==> src/hdl/sink_port_regs.vh <==
// constants for the sink port status output block
`ifndef SINK_PORT_REGS_VH
`define SINK_PORT_REGS_VH
`define LEVEL_W 3
`define LEVEL_MAX 3'h5
`define FINE_MAX 3'h4
`define SETTLE_NS 1000
`define CLK_NS 50
`define SETTLE_CYC ((`SETTLE_NS + `CLK_NS - 1) / `CLK_NS)
`define SETTLE_W 5
`define VOLT_5V 3'h0
`define RES_IDLE 2'h0
`define RES_MATCH 2'h1
`define RES_FALLBACK 2'h2
`define RES_MISMATCH 2'h3
`endif

==> src/hdl/sink_port_status_outputs.v <==
// strap sampling, gate enables, fault, orientation and host pin drivers of a sink port
//
// Contract
// - main gate only after a contract inside the strap voltage range
// - fallback gate when negotiation fails and the contract falls back to 5 V
// - host interrupt is active low, open drain, pull low only
// - fault high on unmet supply, overvoltage, overcurrent, enabled over-temperature; else low
// - over-temperature counts toward fault only when enabled by configuration
// - fault drives open-drain low with pull-up, push-pull with weak pull-down
// - charging strap pulled up selects battery-charging only; floating enables all
// - data-mode strap sampled once after power-up: pull-up power only, open data
// - open data-mode strap turns the pin into the orientation output after sampling
// - orientation low when unattached or on CC1, high when on CC2
// - configuration writes over I2C are retained in nonvolatile storage; this block holds no configuration storage
// - host interface is an I2C target with open-drain low-only pins
// - voltage straps give requested range; current straps give requested current
// - fault holds its level during renegotiation until outcome is known; overvoltage, overcurrent and enabled over-temperature still set it
// - min strap above max strap uses max as both bounds
`timescale 1ns/1ns
`default_nettype none
`include "sink_port_regs.vh"
module sink_port_status_outputs (
	input wire ref_clk_i,
	input wire reset_i,
	input wire [2:0] min_voltage_strap_i,
	input wire [2:0] max_voltage_strap_i,
	input wire [2:0] coarse_current_strap_i,
	input wire [2:0] fine_current_strap_i,
	input wire charging_mode_strap_i,
	input wire data_mode_orientation_i,
	input wire fault_pullup_sense_i,
	input wire [1:0] contract_result_i,
	input wire [2:0] contract_voltage_i,
	input wire contract_busy_i,
	input wire cc2_attached_i,
	input wire attached_i,
	input wire overvoltage_i,
	input wire overcurrent_i,
	input wire overtemp_i,
	input wire overtemp_enable_i,
	input wire main_path_host_enable_i,
	input wire host_event_i,
	input wire host_i2c_data_i,
	input wire host_i2c_data_drive_low_i,
	input wire host_i2c_clock_i,
	input wire host_i2c_clock_drive_low_i,
	output wire host_i2c_data_o,
	output wire host_i2c_data_oe_o,
	output wire host_i2c_clock_o,
	output wire host_i2c_clock_oe_o,
	output wire host_i2c_data_sync_o,
	output wire host_i2c_clock_sync_o,
	output reg main_path_gate_drive_o,
	output reg fallback_path_gate_enable_o,
	output wire host_interrupt_n_o,
	output wire host_interrupt_n_oe_o,
	output reg fault_o,
	output wire fault_oe_o,
	output reg data_mode_orientation_o,
	output wire data_mode_orientation_oe_o,
	output reg [2:0] req_min_voltage_o,
	output reg [2:0] req_max_voltage_o,
	output reg [2:0] req_coarse_current_o,
	output reg [2:0] req_fine_current_o,
	output reg bc_only_o,
	output reg power_only_o,
	output reg straps_valid_o
);

	// levels above the decoded range clamp to the top setting
	function [2:0] clamp_level;
		input [2:0] v;
		input [2:0] lim;
		begin
			clamp_level = (v > lim) ? lim : v;
		end
	endfunction

	// one place decodes the adapter outcome code
	function result_is;
		input [1:0] r;
		input [1:0] code;
		begin
			result_is = (r == code);
		end
	endfunction

	// two-flop synchronisers for all pins; the first stage is read by nothing else
	reg [16:0] pin_s1_r;
	reg [16:0] pin_s2_r;
	wire [16:0] pin_raw;
	assign pin_raw = {host_i2c_clock_i, host_i2c_data_i, data_mode_orientation_i,
		charging_mode_strap_i, fault_pullup_sense_i, fine_current_strap_i,
		coarse_current_strap_i, max_voltage_strap_i, min_voltage_strap_i};
	always @(posedge ref_clk_i) begin
		if (reset_i) begin
			pin_s1_r <= 17'h00000;
			pin_s2_r <= 17'h00000;
		end else begin
			pin_s1_r <= pin_raw;
			pin_s2_r <= pin_s1_r;
		end
	end
	wire [2:0] s_min = pin_s2_r[2:0];
	wire [2:0] s_max = pin_s2_r[5:3];
	wire [2:0] s_coarse = pin_s2_r[8:6];
	wire [2:0] s_fine = pin_s2_r[11:9];
	wire s_pullup = pin_s2_r[12];
	wire s_charging = pin_s2_r[13];
	wire s_datamode = pin_s2_r[14];
	assign host_i2c_data_sync_o = pin_s2_r[15];
	assign host_i2c_clock_sync_o = pin_s2_r[16];

	// straps settle a short while after reset before the one capture
	reg [`SETTLE_W-1:0] settle_r;
	reg pullup_mode_r;
	// capture edge: the counter has run through the whole settle time
	wire settle_done = (settle_r == `SETTLE_CYC - 1);
	always @(posedge ref_clk_i) begin
		if (reset_i) begin
			settle_r <= `SETTLE_W'h00;
			straps_valid_o <= 1'b0;
			req_min_voltage_o <= 3'h0;
			req_max_voltage_o <= 3'h0;
			req_coarse_current_o <= 3'h0;
			req_fine_current_o <= 3'h0;
			bc_only_o <= 1'b0;
			power_only_o <= 1'b0;
			pullup_mode_r <= 1'b0;
		end else if (!straps_valid_o) begin
			if (!settle_done) begin
				settle_r <= settle_r + `SETTLE_W'h01;
			end else begin
				straps_valid_o <= 1'b1;
				req_max_voltage_o <= clamp_level(s_max, `LEVEL_MAX);
				if (s_min > s_max) begin
					req_min_voltage_o <= clamp_level(s_max, `LEVEL_MAX);
				end else begin
					req_min_voltage_o <= clamp_level(s_min, `LEVEL_MAX);
				end
				req_coarse_current_o <= clamp_level(s_coarse, `LEVEL_MAX);
				req_fine_current_o <= clamp_level(s_fine, `FINE_MAX);
				bc_only_o <= s_charging;
				power_only_o <= s_datamode;
				pullup_mode_r <= s_pullup;
			end
		end
	end

	wire in_range = (contract_voltage_i >= req_min_voltage_o) &&
		(contract_voltage_i <= req_max_voltage_o);
	wire hard_fault = overvoltage_i | overcurrent_i;
	wire temp_fault = overtemp_i & overtemp_enable_i;
	// a failed negotiation is only a fault when 5 V was not acceptable
	wire match_res = result_is(contract_result_i, `RES_MATCH);
	wire fallback_res = result_is(contract_result_i, `RES_FALLBACK);
	wire mismatch_res = result_is(contract_result_i, `RES_MISMATCH);
	wire fb_fault = fallback_res && (req_min_voltage_o != `VOLT_5V);
	wire supply_fault = mismatch_res || fb_fault || (match_res && !in_range);

	// next values; protection faults bypass the renegotiation hold
	reg fault_nxt;
	reg main_gate_nxt;
	reg fallback_gate_nxt;
	always @* begin
		fault_nxt = fault_o;
		if (hard_fault || temp_fault) begin
			fault_nxt = 1'b1;
		end else if (!contract_busy_i) begin
			fault_nxt = straps_valid_o & supply_fault;
		end
		main_gate_nxt = 1'b0;
		if (straps_valid_o && !contract_busy_i && match_res) begin
			// overvoltage, overcurrent and the host permit each veto the main path; over-temperature does not
			main_gate_nxt = in_range && !hard_fault && main_path_host_enable_i;
		end
		fallback_gate_nxt = 1'b0;
		if (straps_valid_o && !contract_busy_i && fallback_res) begin
			// no fallback path when the 5 V bus itself is overvoltage
			fallback_gate_nxt = !overvoltage_i;
		end
	end

	always @(posedge ref_clk_i) begin
		if (reset_i) begin
			fault_o <= 1'b0;
			main_path_gate_drive_o <= 1'b0;
			fallback_path_gate_enable_o <= 1'b0;
		end else begin
			fault_o <= fault_nxt;
			main_path_gate_drive_o <= main_gate_nxt;
			fallback_path_gate_enable_o <= fallback_gate_nxt;
		end
	end

	// fault pin: push-pull when pulled down, else only drive low
	assign fault_oe_o = pullup_mode_r ? !fault_o : 1'b1;

	// orientation output only once sampling found the strap open
	// registered so the pin does not glitch while attach status settles
	always @(posedge ref_clk_i) begin
		if (reset_i) begin
			data_mode_orientation_o <= 1'b0;
		end else begin
			data_mode_orientation_o <= attached_i & cc2_attached_i;
		end
	end
	assign data_mode_orientation_oe_o = straps_valid_o & !power_only_o;

	assign host_interrupt_n_o = 1'b0;
	assign host_interrupt_n_oe_o = host_event_i;
	// i2c pins only ever pull low; the drive-low requests come from an engine outside this block
	assign host_i2c_data_o = 1'b0;
	assign host_i2c_data_oe_o = host_i2c_data_drive_low_i;
	assign host_i2c_clock_o = 1'b0;
	assign host_i2c_clock_oe_o = host_i2c_clock_drive_low_i;

endmodule // sink_port_status_outputs
`default_nettype wire

==> config.mk <==
export PLATFORM = sky130hd
export DESIGN_NAME = sink_port_status_outputs
export DESIGN_NICKNAME = d
export VERILOG_FILES = /design/src/hdl/sink_port_status_outputs.v
export VERILOG_INCLUDE_DIRS = /design/src /design/src/hdl
export SDC_FILE = /design/constraint.sdc
export NUM_CORES = 1
export LEC_CHECK = 0
export ABC_AREA = 1
export BUFFER_PORTS_ARGS = -buffer_cell sky130_fd_sc_hd__buf_2
export CAP_MARGIN = 20
export CORE_MARGIN = 5
export CORE_UTILIZATION = 55
export DETAILED_ROUTE_END_ITERATION = 12
export PLACE_DENSITY_LB_ADDON = 0.15
export SLEW_MARGIN = 20
export SYNTH_ARGS = -nofsm -noshare
export SYNTH_HDL_FRONTEND = slang
export SYNTH_SLANG_ARGS = --single-unit
export TNS_END_PERCENT = 10
==> constraint.sdc <==
create_clock -name ref_clk_i -period 3.1 [get_ports ref_clk_i]
set_input_delay 0.465 -clock ref_clk_i [delete_from_list [all_inputs] [get_ports ref_clk_i]]
set_output_delay 0.465 -clock ref_clk_i [all_outputs]
set_load 0.02 [all_outputs]
==> summary.md <==
| Metric | Value |
|---|---|
| Worst-path clk slew | 70 ps |
| Port bufs | 54 |
| WP data required | 3330 ps |
| # clock sinks | 59 |
| Grt total ovfl | 0 |
| Outcome | complete, no violations |
| Cell Pwr Density | roughly 580 nW/µm² |
| Largest net degree at the start of global routing | 37 |
| Initial antenna violation count | 0 |
| CP Max Fanout | 5 |
| Synthesized area | 2310 µm² |
| Crit path DAT | between 1500 and 2000 ps |
| CP cell instances | inv_1 > ha_1 > nand2_1 > o21ai_1 > nand2_1 > nand3_1 > nand2_1 > o21ai_0 > inv_1 |
| Period utilization | 0.495 |
| Final net count | about 390 |
| Share of cells above drive strength 1 | 0.246 |
| Ant diodes | 0 |
| GRT Util Overall | 0.156 |
| Fillers | 356 |
| Final core occ | 0.687 |
| Worst vdd ir | 485 µV |
| Io pins | 64 |
| Pre-CTS setup slack | 1520 ps |
| HPWL Detailed | slightly below 3 mm |
| First-pass GRT wire length | 6.51 mm |
| DIE AREA | roughly 5600 µm² |
| Clock Skew | 5.98 ps |
| WL per Instance | 10.4 µm |
| Seq/Total Area, Yosys | 0.511 |
| CTS Buffer Depth | 2 |
| Worst hold path type | input pin to register |
| Setup slack after layout | between 1500 and 2000 ps |
| CTS Root Cell | clkbuf_8 |
| Max-cap violations | 0 |
| Post-Syn Instances | 287 |
| DR vias/cell | 4.42 |
| Fmax | 651 MHz |
| CP Launch Type | register |
| Vias in the first global route | 1581 |
| Drt first pass iters | 4 |
| Synthesis Warnings | 0 |
| CTS H-tree lvls | 3 |
| Max-slew violation total from the final report | 0 |
| Routed vias | 1749 |
| DRT iter0 DRCs | 76 |
| Sequential cell area | 1180 µm² |
| Initial Util | 0.574 |
| Total power | 1610 µW |
| CP most frequent cell | nand2_1 |
| Syn avg cell area | 8.05 µm² |
| DR DRC count | 0 |
| Die Span Y | 74.8 µm |
| Worst skew pair latency | between 300 and 400 ps |
| Core Region | 4030 µm² |
| CTS buffer count | 9 |
| Cell row count | 23 |
| Routability-driven placement congestion ratio | 0.825 |
| CP max stage delay | 350 ps |
| Crit end category | register |
| PostCTS Resize Cnt | 0 |
| Final setup viols | 0 |
| Critical path class | register to register |
| Yosys cell types | 27 |
| Hold_ws | just over 300 ps |
| Cts hold-fix bufs | 0 |
| Multi-input gate area | 821 µm² |
| Seq cells post-synth | 59 |
| Die Width | 74.8 µm |
| Final WL | 4.10 mm |
| CP max stage cell | dfxtp_1 |
| CTS tree | done |
| Leakage Power | between 0.001 and 0.0015 µW |
| Setup TNS | 0 ps |
| Area Growth Syn to Fin | 19.8% |
| Fin crit period | 1540 ps |
| RSZ-0062 raised after global routing | no |
| Post-CTS Setup Bufs | 0 |
| Final Hold Viols | 0 |
| Routed Antenna Nets | 0 |
## registers in the layout, summed over array words and instances (netlist names), 3 cells and up
name	cells
req_coarse_current_o	3
pin_s1_r	17
pin_s2_r	17
req_min_voltage_o	3
req_fine_current_o	3
req_max_voltage_o	3
settle_r	5
## metrics by stage
step,instances,instance area [µm²]
floorplan,289,2320
global placement,380,2560
detailed placement,380,2560
CTS,396,2770
global route,396,2770
finish,396,2770
## cell usage after synthesis
cell	count	share of area
nand3_1	10	0.022
a21oi_1	16	0.035
nor2_2	2	0.0054
buf_4	7	0.023
buf_2	1	0.0022
conb_1	1	0.0016
clkbuf_1	5	0.0081
a31oi_1	1	0.0027
o21bai_1	1	0.0032
nor2_1	47	0.076
o21ai_0	10	0.022
buf_12	1	0.0087
nor3_2	1	0.0043
nand2_2	5	0.014
nand4_1	1	0.0027
nand2_1	37	0.060
dfxtp_1	59	0.51
nor4_1	1	0.0027
a21oi_2	5	0.019
nand3_2	2	0.0087
inv_1	57	0.093
nand3_4	1	0.0076
o21ai_1	2	0.0043
inv_4	1	0.0027
nor3_1	2	0.0043
nor3b_1	1	0.0032
ha_1	10	0.054
## final timing paths
path,from,end,slack (ps),depth (start not counted)
max,pin_s2_r[5]$_SDFF_PP0_,req_min_voltage_o[1]$_SDFFE_PP0P_,1560,9
min reg2reg,pin_s1_r[6]$_SDFF_PP0_,pin_s2_r[6]$_SDFF_PP0_,390,2
min,contract_result_i[0],fallback_path_gate_enable_o$_SDFF_PP0_,310,2
max reg2reg,pin_s2_r[5]$_SDFF_PP0_,req_min_voltage_o[1]$_SDFFE_PP0P_,1560,9
## logic make-up after synthesis
logic type / count (synthesis) / synth area share
AND/OR/NAND/NOR: 110 / 0.211
buffers and inverters: 72 / 0.137
flip-flops: 59 / 0.511
AO/OA/AOI/OAI: 35 / 0.0855
adder cells (fa/ha/maj): 10 / 0.0541
other: 1 / 0.00162
## critical path, delay by kind of cell, from the launching register on
kind,cells,cell delay [ps]
flops,1,350
fa+ha+maj,1,320
simple gates,4,330
compound gates,2,280
buf+inv,2,150
## power by group
group	leakage, µW	total [µW]	internal, µW	switching (µW)
Combinational	0.000781	96.9	39.8	57.2
Sequential	0.000484	794	784	10.5
Clock	0.000104	714	438	275
Total	0.00137	1610	1260	343
## routing by layer
metal | vias to the layer above | GRT usage | part of all wire
li1 | 967 | - | -
met1 | 724 | 0.174 | 0.46
met2 | 53 | 0.255 | 0.45
met5 | - | 0 | 0
met3 | 5 | 0.0774 | 0.079
met4 | 0 | 0.0593 | 0.0071
## cells in the final DEF (no fill, tap or decap), types with 2 or more instances in the layout
master,synthesis,final
dfxtp_1,59,59
o21ai_1,2,2
nand3_1,10,10
nand3_2,2,2
inv_1,57,57
buf_2,1,54
nand2_2,5,5
ha_1,10,10
a21oi_2,5,5
nand2_1,37,37
a21oi_1,16,16
o21ai_0,10,10
nor2_1,47,47
clkbuf_8,0,12
clkbuf_1,5,3
nor2_2,2,2
conb_1,1,3
nor3_1,2,2
## cell type report
class,count,share of cell area
sequential,59,0.427
multi-input combinational,158,0.296
timing repair buffer,55,0.100
inverter,58,0.0795
clock buffer,15,0.0637
tap,50,0.0226
clock inverter,1,0.0108
No activity file was read; power rests on OpenSTA's default activity.
